## src/ebw_defines.svh

```systemverilog
`ifndef EBW_DEFINES_SVH
`define EBW_DEFINES_SVH

// register offsets (word index on the plain register port)
`define EBW_OFS_SEL_BASE     6'h00
`define EBW_OFS_FCON_BASE    6'h08
`define EBW_OFS_TCON_BASE    6'h10
`define EBW_OFS_MODE         6'h18
`define EBW_OFS_STATUS       6'h19
`define EBW_OFS_TCON_SM      6'h1A
`define EBW_OFS_TCON_MM      6'h1B

// window select layout
`define EBW_BASE_HI          15
`define EBW_BASE_LO          4
`define EBW_SIZE_HI          3
`define EBW_SIZE_LO          0
`define EBW_SIZE_MAX         4'hB

// function config layout
`define EBW_FCON_WINDOW_SELECT_ENABLE        0
`define EBW_FCON_WINDOW_READY_ENABLE       1
`define EBW_FCON_WINDOW_READY_SYNC_MODE      2
`define EBW_FCON_MASK        16'h0037
`define EBW_FCON0_RESET      16'h0021
`define EBW_FCONX_RESET      16'h0000

// timing config layout
`define EBW_TCON_PHE_HI      10
`define EBW_TCON_PHE_LO      6
`define EBW_TCON_MASK        16'h7FFF
`define EBW_TCON_RESET       16'h0000

// mode register layout
`define EBW_MODE_READY_PIN_DISABLE      0
`define EBW_MODE_READY_POLARITY      1
`define EBW_MODE_RESET       16'h0001

// hardwired windows: A23..A15 of each 32 kByte area
`define EBW_SM_TAG           9'h17E
`define EBW_MM_TAG           9'h17F

// asynchronous ready costs one synchroniser wait state
`define EBW_ASYNC_EXTRA      6'h01

`endif

```

## src/ebw_pkg.sv

```systemverilog
package ebw_pkg;
   typedef logic [23:0] ebw_addr_t;
   typedef logic [15:0] ebw_word_t;
   typedef logic [3:0]  ebw_chan_t;

   // channel codes: 0 default, 1..7 windows, 8 startup, 9 monitor, 15 none
   typedef enum logic [1:0] {
      EBW_IDLE = 2'b00,
      EBW_WAIT = 2'b01,
      EBW_RDY  = 2'b10
   } ebw_state_e;
endpackage

```

## src/ebw_cfg_if.sv

```systemverilog
`timescale 1ns/10ps
interface ebw_cfg_if;
   import ebw_pkg::*;
   logic [6:0][15:0] sel;
   logic [6:0]       win_en;
   ebw_addr_t        addr;
   logic [6:0]       hit;

   modport decoder (
      input  sel,
      input  win_en,
      input  addr,
      output hit
   );
   modport owner (
      output sel,
      output win_en,
      output addr,
      input  hit
   );
endinterface

```

## src/ebw_win_match.sv

```systemverilog
`timescale 1ns/10ps
`include "ebw_defines.svh"
module ebw_win_match (
   ebw_cfg_if.decoder cfg
);
   import ebw_pkg::*;

   // compare mask: size code n drops the n low start bits
   function automatic logic [11:0] ebw_mask(input logic [3:0] size);
      logic [11:0] m;
      m = 12'hFFF;
      if (size > `EBW_SIZE_MAX) begin
         m = 12'h000;
      end else begin
         m = 12'(12'hFFF << size);
      end
      return m;
   endfunction

   genvar g;
   generate
      for (g = 0; g < 7; g++) begin : g_win
         logic [11:0] base;
         logic [11:0] msk;
         logic        legal;
         assign base  = cfg.sel[g][`EBW_BASE_HI:`EBW_BASE_LO];
         assign msk   = ebw_mask(cfg.sel[g][`EBW_SIZE_HI:`EBW_SIZE_LO]);
         // reserved size codes never hit
         assign legal = cfg.sel[g][`EBW_SIZE_HI:`EBW_SIZE_LO] <= `EBW_SIZE_MAX;
         // only relevant start bits meet the top address bits
         assign cfg.hit[g] = cfg.win_en[g] && legal &&
                             (((cfg.addr[23:12] ^ base) & msk) == 12'h000);
      end
   endgenerate
endmodule

```

## src/ebw_top.sv

```systemverilog
`timescale 1ns/10ps
`include "ebw_defines.svh"
// How it works
// - seven programmable windows, each with own function and timing set
// - size code 0..11 gives 4 KB doubling to 8 MB; 11xx reserved
// - only size-relevant start bits compared with top address bits
// - start bits below size boundary ignored whatever their value
// - address bits below compared bits passed on to memory
// - two fixed 32 kByte channels for startup and monitor memory
// - all enabled windows compared, resolved in four priority levels
// - hardwired windows first; their range reachable by no other select
// - even windows 2,4,6 override odd windows
// - odd windows 1,3,5,7 use their own set
// - no match uses default channel 0 if enabled
// - count programmed phase E cycles, sample ready in the last
// - ready pin enabled by disable bit 0; polarity bit sets level
// - per-window ready enable and sync mode bits
// - ready-enabled cycle waits forever for active ready
// - asynchronous ready adds one wait state for synchronisation
// - synchronous ready peripheral meets setup and hold
// - disabled select drops its chip select and its window
// - mode bit 0 asynchronous, 1 synchronous
module ebw_top (
   input  wire logic            sys_clk,
   input  wire logic            rst,
   input  wire logic [5:0]      reg_addr,
   input  wire logic [15:0]     reg_wdata,
   input  wire logic            reg_wr,
   input  wire logic            reg_rd,
   output logic [15:0]          reg_rdata,
   input  wire logic            req_valid,
   input  wire ebw_pkg::ebw_addr_t req_addr,
   input  wire logic            ready_pin,
   output logic                 cyc_busy,
   output logic                 cyc_done,
   output logic                 cyc_refused,
   output logic [9:0]           chip_sel,
   output logic [3:0]           cyc_chan,
   output logic [15:0]          cyc_fcon,
   output logic [15:0]          cyc_tcon,
   output ebw_pkg::ebw_addr_t   cyc_addr
);
   import ebw_pkg::*;

   // ********************************
   // configuration registers
   // ********************************
   logic [6:0][15:0] sel;
   logic [7:0][15:0] fcon;
   logic [7:0][15:0] tcon;
   logic [15:0]      tcon_sm;
   logic [15:0]      tcon_mm;
   logic [15:0]      mode;
   logic [6:0][15:0] next_sel;
   logic [7:0][15:0] next_fcon;
   logic [7:0][15:0] next_tcon;
   logic [15:0]      next_tcon_sm;
   logic [15:0]      next_tcon_mm;
   logic [15:0]      next_mode;
   logic [15:0]      next_rdata;

   always_comb begin
      next_sel     = sel;
      next_fcon    = fcon;
      next_tcon    = tcon;
      next_tcon_sm = tcon_sm;
      next_tcon_mm = tcon_mm;
      next_mode    = mode;
      if (reg_wr) begin
         if (reg_addr < `EBW_OFS_SEL_BASE + 6'h07) begin
            next_sel[3'(reg_addr - `EBW_OFS_SEL_BASE)] = reg_wdata;
         end else if (reg_addr >= `EBW_OFS_FCON_BASE && reg_addr < `EBW_OFS_TCON_BASE) begin
            next_fcon[3'(reg_addr - `EBW_OFS_FCON_BASE)] = reg_wdata & `EBW_FCON_MASK;
         end else if (reg_addr >= `EBW_OFS_TCON_BASE && reg_addr < `EBW_OFS_MODE) begin
            next_tcon[3'(reg_addr - `EBW_OFS_TCON_BASE)] = reg_wdata & `EBW_TCON_MASK;
         end else if (reg_addr == `EBW_OFS_MODE) begin
            next_mode = {14'h0000, reg_wdata[1:0]};
         end else if (reg_addr == `EBW_OFS_TCON_SM) begin
            next_tcon_sm = reg_wdata & `EBW_TCON_MASK;
         end else if (reg_addr == `EBW_OFS_TCON_MM) begin
            next_tcon_mm = reg_wdata & `EBW_TCON_MASK;
         end
      end
   end

   // ********************************
   // window decode
   // ********************************
   ebw_cfg_if cfg ();
   logic [6:0] hit;
   logic [8:0] tag;
   logic       sm_hit;
   logic       mm_hit;

   always_comb begin
      cfg.sel  = sel;
      cfg.addr = req_addr;
      for (int i = 0; i < 7; i++) begin
         cfg.win_en[i] = fcon[i + 1][`EBW_FCON_WINDOW_SELECT_ENABLE];
      end
   end
   assign hit = cfg.hit;

   ebw_win_match u_match (
      .cfg (cfg.decoder)
   );

   // both fixed areas sit side by side, so the nine-bit tag tells them apart
   assign tag    = req_addr[23:15];
   assign sm_hit = tag == `EBW_SM_TAG;
   assign mm_hit = tag == `EBW_MM_TAG;

   // four-level arbitration
   // within one group the lowest window wins; overlaps there are a software fault
   logic [3:0] pick;
   always_comb begin
      pick = 4'hF;
      if (sm_hit) begin
         pick = 4'h8;
      end else if (mm_hit) begin
         pick = 4'h9;
      end else if (hit[1] || hit[3] || hit[5]) begin
         pick = hit[1] ? 4'h2 : (hit[3] ? 4'h4 : 4'h6);
      end else if (|{hit[0], hit[2], hit[4], hit[6]}) begin
         pick = hit[0] ? 4'h1 : (hit[2] ? 4'h3 : (hit[4] ? 4'h5 : 4'h7));
      end else if (fcon[0][`EBW_FCON_WINDOW_SELECT_ENABLE]) begin
         pick = 4'h0;
      end
   end

   // low address bits always reach the part; the select carries the top

   // ********************************
   // cycle control
   // ********************************
   ebw_state_e  state;
   ebw_state_e  next_state;
   logic [5:0]  cnt;
   logic [5:0]  next_cnt;
   logic        rdy_s1;
   logic        rdy_s2;
   logic [15:0] sel_f;
   logic [15:0] sel_t;
   logic        next_busy;
   logic        next_done;
   logic        next_refused;
   logic [9:0]  next_cs;
   logic [3:0]  next_chan;
   logic [15:0] next_fcon_o;
   logic [15:0] next_tcon_o;
   ebw_addr_t   next_caddr;

   // startup and monitor memories run without ready
   always_comb begin
      sel_f = 16'h0001;
      sel_t = tcon_sm;
      if (pick == 4'h9) begin
         sel_t = tcon_mm;
      end else if (pick < 4'h8) begin
         sel_f = fcon[pick[2:0]];
         sel_t = tcon[pick[2:0]];
      end
   end

   logic rdy_raw;
   logic rdy_use;
   // pin ignored while disabled: a ready cycle then hangs
   assign rdy_raw = !mode[`EBW_MODE_READY_PIN_DISABLE] && (ready_pin == mode[`EBW_MODE_READY_POLARITY]);
   // async path reads only the second synchroniser stage
   // sync path trusts the peripheral to meet setup and hold at the edge
   assign rdy_use = cyc_fcon[`EBW_FCON_WINDOW_READY_SYNC_MODE] ? rdy_raw : rdy_s2;

   always_comb begin
      next_state   = state;
      next_cnt     = cnt;
      next_busy    = cyc_busy;
      next_done    = 1'b0;
      next_refused = 1'b0;
      next_cs      = chip_sel;
      next_chan    = cyc_chan;
      next_fcon_o  = cyc_fcon;
      next_tcon_o  = cyc_tcon;
      next_caddr   = cyc_addr;
      unique case (state)
         EBW_IDLE: begin
            if (req_valid) begin
               if (pick == 4'hF) begin
                  next_refused = 1'b1;
               end else begin
                  next_state  = EBW_WAIT;
                  next_busy   = 1'b1;
                  next_chan   = pick;
                  next_fcon_o = sel_f;
                  next_tcon_o = sel_t;
                  next_caddr  = req_addr;
                  next_cs     = 10'(10'h001 << pick);
                  // phase E 1..32, one more when async ready
                  next_cnt    = {1'b0, sel_t[`EBW_TCON_PHE_HI:`EBW_TCON_PHE_LO]} +
                                ((sel_f[`EBW_FCON_WINDOW_READY_ENABLE] && !sel_f[`EBW_FCON_WINDOW_READY_SYNC_MODE])
                                 ? `EBW_ASYNC_EXTRA : 6'h00);
               end
            end
         end
         EBW_WAIT: begin
            if (cnt == 6'h00) begin
               if (!cyc_fcon[`EBW_FCON_WINDOW_READY_ENABLE] || rdy_use) begin
                  next_state = EBW_IDLE;
                  next_busy  = 1'b0;
                  next_done  = 1'b1;
                  next_cs    = 10'h000;
               end else begin
                  next_state = EBW_RDY;
               end
            end else begin
               next_cnt = 6'(cnt - 6'h01);
            end
         end
         EBW_RDY: begin
            // no timeout: a silent peripheral holds the bus until reset
            if (rdy_use) begin
               next_state = EBW_IDLE;
               next_busy  = 1'b0;
               next_done  = 1'b1;
               next_cs    = 10'h000;
            end
         end
         default: begin
            next_state = EBW_IDLE;
         end
      endcase
   end

   always_comb begin
      next_rdata = 16'h0000;
      if (reg_rd) begin
         if (reg_addr < `EBW_OFS_SEL_BASE + 6'h07) begin
            next_rdata = sel[3'(reg_addr - `EBW_OFS_SEL_BASE)];
         end else if (reg_addr >= `EBW_OFS_FCON_BASE && reg_addr < `EBW_OFS_TCON_BASE) begin
            next_rdata = fcon[3'(reg_addr - `EBW_OFS_FCON_BASE)];
         end else if (reg_addr >= `EBW_OFS_TCON_BASE && reg_addr < `EBW_OFS_MODE) begin
            next_rdata = tcon[3'(reg_addr - `EBW_OFS_TCON_BASE)];
         end else if (reg_addr == `EBW_OFS_MODE) begin
            next_rdata = mode;
         end else if (reg_addr == `EBW_OFS_STATUS) begin
            next_rdata = {10'h000, state, cyc_chan};
         end else if (reg_addr == `EBW_OFS_TCON_SM) begin
            next_rdata = tcon_sm;
         end else if (reg_addr == `EBW_OFS_TCON_MM) begin
            next_rdata = tcon_mm;
         end
      end
   end

   always_ff @(posedge sys_clk) begin
      if (rst) begin
         sel         <= '0;
         fcon        <= {{7{`EBW_FCONX_RESET}}, `EBW_FCON0_RESET};
         tcon        <= '0;
         tcon_sm     <= `EBW_TCON_RESET;
         tcon_mm     <= `EBW_TCON_RESET;
         mode        <= `EBW_MODE_RESET;
         reg_rdata   <= 16'h0000;
         state       <= EBW_IDLE;
         cnt         <= 6'h00;
         rdy_s1      <= 1'b0;
         rdy_s2      <= 1'b0;
         cyc_busy    <= 1'b0;
         cyc_done    <= 1'b0;
         cyc_refused <= 1'b0;
         chip_sel    <= 10'h000;
         cyc_chan    <= 4'h0;
         cyc_fcon    <= 16'h0000;
         cyc_tcon    <= 16'h0000;
         cyc_addr    <= 24'h000000;
      end else begin
         sel         <= next_sel;
         fcon        <= next_fcon;
         tcon        <= next_tcon;
         tcon_sm     <= next_tcon_sm;
         tcon_mm     <= next_tcon_mm;
         mode        <= next_mode;
         reg_rdata   <= next_rdata;
         state       <= next_state;
         cnt         <= next_cnt;
         rdy_s1      <= rdy_raw;
         rdy_s2      <= rdy_s1;
         cyc_busy    <= next_busy;
         cyc_done    <= next_done;
         cyc_refused <= next_refused;
         chip_sel    <= next_cs;
         cyc_chan    <= next_chan;
         cyc_fcon    <= next_fcon_o;
         cyc_tcon    <= next_tcon_o;
         cyc_addr    <= next_caddr;
      end
   end
endmodule

```

## config.mk

```make
export PLATFORM = sky130hd
export DESIGN_NAME = ebw_top
export DESIGN_NICKNAME = d
export VERILOG_FILES = /design/src/ebw_pkg.sv /design/src/ebw_cfg_if.sv /design/src/ebw_win_match.sv /design/src/ebw_top.sv
export VERILOG_INCLUDE_DIRS = /design/src
export SDC_FILE = /design/constraint.sdc
export NUM_CORES = 1
export LEC_CHECK = 0
export BUFFER_PORTS_ARGS = -buffer_cell sky130_fd_sc_hd__buf_2
export CAP_MARGIN = 20
export CORE_MARGIN = 5
export CORE_UTILIZATION = 41
export CTS_CLUSTER_DIAMETER = 100
export DETAILED_ROUTE_END_ITERATION = 16
export MAX_ROUTING_LAYER = met4
export SYNTH_ARGS = -nofsm -noshare
export SYNTH_HDL_FRONTEND = slang
export SYNTH_SLANG_ARGS = --single-unit
```

## constraint.sdc

```tcl
create_clock -name sys_clk -period 9.71 [get_ports sys_clk]
set_clock_uncertainty 0.2 [all_clocks]
set_input_delay 1.942 -clock sys_clk [delete_from_list [all_inputs] [get_ports sys_clk]]
set_output_delay 1.942 -clock sys_clk [all_outputs]
set_load 0.02 [all_outputs]
```

==> metrics.txt, run 1 <==
flops & latches, synth between 300 and 400; Port Buffers between 100 and 150; Final TNS setup 0 ps; Worst Path Class, Setup in -> reg; FF-to-FF End cnt[4]$_SDFFE_PP0P_; vias per cell roughly 6.2; R2R Path Start cfg.sel[34]$_SDFFE_PP0P_; boundary pin count around 140; fraction of layout cells with a size suffix above 1 around an eighth; fmax 0.152 GHz; library cells used by synthesis roughly 90; router iterations before antenna repair 9; number of buffers created by CTS between 40 and 50; total clock sinks roughly 390; internal power around 2800 uW; post-cts resize count 0; WL per Instance about 26 um; worst slew pin tran between 1000 and 1500 ps; Final Wtd Congestion around 1; CP startpoint kind input port; clk_lat worst skew 590 ps; Post-Synth Adder-Cell Area less than 1%; Rel. slew slack just under 20%; grt ovf 0; dpl cells around 3100; number of flops mapped to enable cells by yosys 0; status complete, no violations; Seq/Total Area, Yosys slightly below 40%; crit path DAT 6850 ps; full die area about 0.053 mm^2; top_reg_cell synth dfxtp_1; Routed Antenna Nets 0; xor/xnor share of the synthesized area under 10%; Final Hold Slack 233 ps; combinational share of power roughly 14%; worst r2r path cells 14; DP Area 0.0207 mm^2; Mapped Cells 2552; synth cell count leaders nand2_1 (649), dfxtp_1 (391), a21oi_1 (381); Worst VDD drop ~0.12 mV; ys async rst share 0%; portion of netlist area occupied by mux cells 9.81%; GR Util All Layers a little under a third; cts-stage hold buffer count 0; NumNets Final approximately 2600; Leakage Power ~0.0080 uW; largest family of logic cells by synthesized area compound AO/OA/AOI/OAI gates; Setup Viol. Count Final 0; Reg2Reg Setup Slack between 4000 and 5000 ps; Initial DRC Count about 2800; min Tclk post-route approximately 6600 ps; Starting Density ~42%; CP endpoint cnt[4]$_SDFFE_PP0P_; power per cell area ~180 mW/mm^2; Hold Violations, Final 0; Yosys top cell by area dfxtp_1; Psw 1110 uW; total power 3900 uW; CTS max path bufs 3; Reg power frac 43.1%; initial antenna violation count 2; simple-gate portion of the synthesized area ~20%; Die Span Y roughly 230 um; CTS Root Buffer Type clkbuf_16; Final Cell Area 0.0221 mm^2; first-pass GRT wire length 122000 um; Clock Power Share a little over two fifths; die width between 200 and 250 um; TritonCTS clock tree done; H-tree Lvls 2; max-cap check violation count 0; core area 0.0478 mm^2; CP startpoint req_addr[18]; total wire length 83300 um; final cell count without fillers roughly 3200; HPWL Detailed between 50000 and 60000 um; WP data required 9980 ps; Synth Area in Compound Gates 21.1%; Area Growth Syn to Fin 11.2%; Post-CTS Setup Repair Bufs 0; row cnt 80; vias in the first global route ~18000; crit path max fanout 22; fin crit share between 60% and 70%; syn_area_per_cell roughly 7.8 um^2; mapped cell area 0.0199 mm^2; Via Count 19777; top cells by area, synth dfxtp_1 (39%), nand2_1 (12%), a21oi_1 (9.6%), mux2i_1 (6.2%), clkbuf_1 (3.2%); Switching Share 28.4%; DRC 0; largest net degree at the start of global routing 118; Worst Hold Class reg -> reg; Synth warnings 0; fin. max-slew vios 0; most common cell in the netlist nand2_1; RSZ-0062 raised after global routing false; clock-pin slew on the worst setup and hold paths 60 ps; Synth top area share 39.4%; Worst setup EP type flip-flop
[final cells by class]
type,count,area [um^2]
tap,615,769
multi-input combinational,1924,11100
antenna,2,5.00
inverter,22,82.6
timing repair buffer,157,886
clock inverter,14,166
clock buffer,63,1260
fill,4805,25700
sequential,391,7830
[placed cells by master (no fill, tap or decap), drive strengths merged, types with 6 or more instances in the layout]
cell type / netlist / layout
a221oi: 25 / 25
a211oi: 16 / 16
nor2: 158 / 158
a22oi: 19 / 19
nand4: 6 / 6
clkinv: 0 / 8
mux2i: 124 / 124
and2: 10 / 10
and3: 9 / 9
clkbuf: 172 / 63
buf: 54 / 157
mux4: 22 / 22
inv: 22 / 24
o22ai: 40 / 40
nor4: 7 / 7
or3: 10 / 10
nand2b: 6 / 6
mux2: 19 / 19
dfxtp: 391 / 391
a21oi: 383 / 383
o221a: 7 / 7
o2111ai: 6 / 6
o21ai: 86 / 86
o211ai: 9 / 9
nor2b: 11 / 11
a222oi: 22 / 22
conb: 1 / 12
nor3: 33 / 33
nand2: 650 / 650
xnor2: 36 / 36
xor2: 52 / 52
a31oi: 7 / 7
nand3: 53 / 53
o221ai: 11 / 11
ha: 8 / 8
[flip-flops by register name, indices dropped and copies added (netlist names), 2 cells and up]
name and count:
cfg.sel 112, tcon_sm 15, cyc_fcon 5, state 2
cyc_chan 4, cyc_tcon 15, tcon_mm 15, chip_sel 10
cnt 6, cyc_addr 24, fcon 33, mode 2
cfg.win_en 7, reg_rdata 16, tcon 120
[cells by family after synthesis]
logic type | count (synthesis)
buffers and inverters | 248
AOI/OAI and AO/OA | 683
muxes | 165
other | 1
adders and majority gates | 8
DFF | 391
xor gates and xnor gates | 88
and+or+nand+nor | 968
[how the worst min path moves through the flow]
stage | slack [ps] | from | endpoint | depth (start not counted)
after detailed placement | 230 | rdy_s1$_SDFF_PP0_ | rdy_s2$_SDFF_PP0_ | 1
after CTS | 240 | rdy_s1$_SDFF_PP0_ | rdy_s2$_SDFF_PP0_ | 1
after floorplan | 210 | rdy_s1$_SDFF_PP0_ | rdy_s2$_SDFF_PP0_ | 1
after global routing | 270 | cyc_addr[14]$_SDFFE_PP0P_ | cyc_addr[14]$_SDFFE_PP0P_ | 2
after global placement | 220 | rdy_s1$_SDFF_PP0_ | rdy_s2$_SDFF_PP0_ | 1
final | 230 | rdy_s1$_SDFF_PP0_ | rdy_s2$_SDFF_PP0_ | 1
[power by group through the flow]
stage	Clock, uW	Sequential, uW	Combinational [uW]
4_1_cts	1690	1680	532
3_5_place_dp	0	1720	531
6_report	1670	1680	544
2_1_floorplan	0	1740	342
5_1_grt	1760	1690	584
3_3_place_gp	0	1720	526
[metrics by stage]
stage | utilization, % | worst slack, ps
4_1_cts | 46.2 | 3290
3_5_place_dp | 43.2 | 2660
3_3_place_gp | 43.2 | 2850
5_1_grt | 46.2 | 3050
6_report | 46.2 | 3120
2_1_floorplan | - | 4050
[worst max-delay path: stages]
cell     delay [ps]
buf_2           300
xor2_1          170
o41ai_1         540
a21oi_1         190
nor2_1          670
a211o_1         920
a41o_1          670
o22a_1          240
o21a_1          240
ha_1            210
ha_1            180
and2_1          150
a21oi_1          70
a311o_1         340
[routing by layer]
layer / track usage [%] / part of all wire [%] / wire [um] / up-vias
met5: - / 0 / 0 / -
met1: 42.5 / 42 / 35000 / 9526
met4: 12.1 / 4.6 / 3810 / 0
li1: - / - / - / 8843
met2: 44.9 / 43 / 35600 / 1190
met3: 6.42 / 11 / 8830 / 218
Note: power is estimated with default switching activity, not from simulation.
==> inputs of run 2 (changes only) <==
Clock period 9.71 ns to 5.5 ns, I/O delays scaled along.
==> metrics.txt, run 2 (synthesis results as in run 1) <==
status complete, no violations; max-cap check violation count 0 (unchanged); row cnt 80 (unchanged); Worst Hold Class reg -> reg; fraction of layout cells with a size suffix above 1 13.7% (+1.6 points); CP startpoint kind input port; fmax around 0.21 GHz; first-pass GRT wire length 123000 um (+1.2%); commonest non-fill, non-tap cell in the layout nand2_1; Worst VDD drop 0.188 mV (+54%); worst slew pin tran 1120 ps (-82.4 ps); NumNets Final 2654 (+2.1%); Post-CTS Setup Repair Bufs 0 (unchanged); Biggest register tcon; register area 0.00783 mm^2 (unchanged); Largest register FFs 120 (unchanged); die width 230 um (unchanged); WL per Instance 26.0 um (-0.64%); Via Count 20050 (+1.4%); Final TNS setup 0 ps (unchanged); area of the multi-input gates 0.0111 mm^2 (-0.19%); Port Buffers 128 (unchanged); WP data required 5770 ps (-4210 ps); post-cts resize count 0 (unchanged); Final Hold Slack 237 ps (+4.07 ps); core area 0.0478 mm^2 (unchanged); initial antenna violation count 2 (unchanged); Leakage Power 0.00821 uW (+3.2%); largest net degree at the start of global routing 111 (-5.9%); grt ovf 0 (unchanged); Rel. slew slack 25.1% (+5.7 points); crit path max fanout 9 (-59%); number of buffers created by CTS 44 (+2.3%); clock-pin slew on the worst setup and hold paths 50 ps (about the same); GR Util All Layers 31.2% (+0.27 points); commonest non-fill, non-tap cells in the layout nand2_1 (649), dfxtp_1 (391), a21oi_1 (381); Hold Violations, Final 0 (unchanged); total wire length 84100 um (+0.98%); Final Wtd Congestion 1.05 (+3.9%); cts-stage hold buffer count 0 (unchanged); DRC 0 (unchanged); HPWL Detailed 58900 um (+2.3%); Routed Antenna Nets 0 (unchanged); Initial DRC Count 2907 (+3.6%); fin. max-slew vios 0 (unchanged); Die Span Y 230 um (unchanged); fin crit share approximately 87%; boundary pin count 141 (unchanged); total clock sinks 391 (unchanged); CTS max path bufs 3 (unchanged); Setup Viol. Count Final 0 (unchanged); power per cell area 306 mW/mm^2 (+73%); Starting Density 41.6% (unchanged); clk_lat worst skew 600 ps (about the same); fillers 4747 (-1.2%); CTS Root Buffer Type clkbuf_16; router iterations before antenna repair 7 (-2); min Tclk post-route approximately 4800 ps; RSZ-0062 raised after global routing false; H-tree Lvls 2 (unchanged); TritonCTS clock tree done; top flop regs tcon x120, cfg.sel x112, fcon x33; vias in the first global route 18647 (+1.6%); vias per cell 6.19 (-0.25%); crit path DAT 5050 ps (-1800 ps); full die area 0.0530 mm^2 (unchanged); Area Growth Syn to Fin 13.1%; Worst Path Class, Setup in -> reg; Worst setup EP type flip-flop
==> run 2: changes by cell type in the layout (fill, tap and decap cells not counted), sizes merged <==
cell | previous run | this run
buf | 157 | 211
clkbuf | 63 | 61
bufinv | 3 | 1
clkinv | 8 | 12
inv | 24 | 22
==> run 2: metal layers <==
layer	part of all wire (%)	vias to the layer above	GRT usage [%]
met5	0	-	-
li1	-	8969	-
met4	4.7	0	14.4
met1	41	9659	41.8
met3	11	212	6.62
met2	43	1210	45.3
==> run 2: final cells by class <==
cell class                 instances  share of cell area [%]
multi-input combinational       1924                    49.3
sequential                       391                    34.8
timing repair buffer             211                    5.80
clock buffer                      61                    5.72
tap                              615                    3.42
clock inverter                    14                   0.551
inverter                          22                   0.367
antenna                            2                  0.0223
==> run 2: power by group <==
| group | internal (uW) | leakage [uW] | switching [uW] |
|---|---|---|---|
| combinational | 297 | 0.00435 | 686 |
| sequential | 2910 | 0.00316 | 58.3 |
| clock | 1680 | 0.000698 | 1240 |
| total | 4890 | 0.00821 | 1990 |
==> run 2: final timing paths <==
path	end	cells past startpoint	slack (ps)	start
worst max-delay path	cnt[4]$_SDFFE_PP0P_	16	720	req_addr[20]
worst min-delay path	rdy_s2$_SDFF_PP0_	1	240	rdy_s1$_SDFF_PP0_
worst max register to register	cnt[4]$_SDFFE_PP0P_	12	960	cfg.sel[34]$_SDFFE_PP0P_
worst min register to register	rdy_s2$_SDFF_PP0_	1	240	rdy_s1$_SDFF_PP0_
==> run 2: critical path, stage by stage <==
cell and delay [ps]:
buf_2 260, xor2_1 160, a2111oi_2 360, o211ai_1 200
a221oi_2 500, o221ai_1 260, a21oi_2 560, o221ai_1 280
o22ai_1 220, nor2_1 90, nor2_1 130, ha_1 200
ha_1 180, and2_1 140, a21oi_1 70, a311o_1 330
==> run 2: metrics by stage <==
| step | util (%) | power [uW] | area (um^2) | setup WS [ps] | cells |
|---|---|---|---|---|---|
| after floorplan | - | 3680 | 19900 | 678 | 2563 |
| after global placement | 44.0 | 3980 | 21100 | 257 | 3163 |
| after detailed placement | 44.0 | 4000 | 21100 | 217 | 3163 |
| after CTS | 47.0 | 6890 | 22500 | 820 | 3238 |
| after global routing | 47.0 | 7100 | 22500 | 519 | 3240 |
| final | 47.0 | 6880 | 22500 | 715 | 3240 |
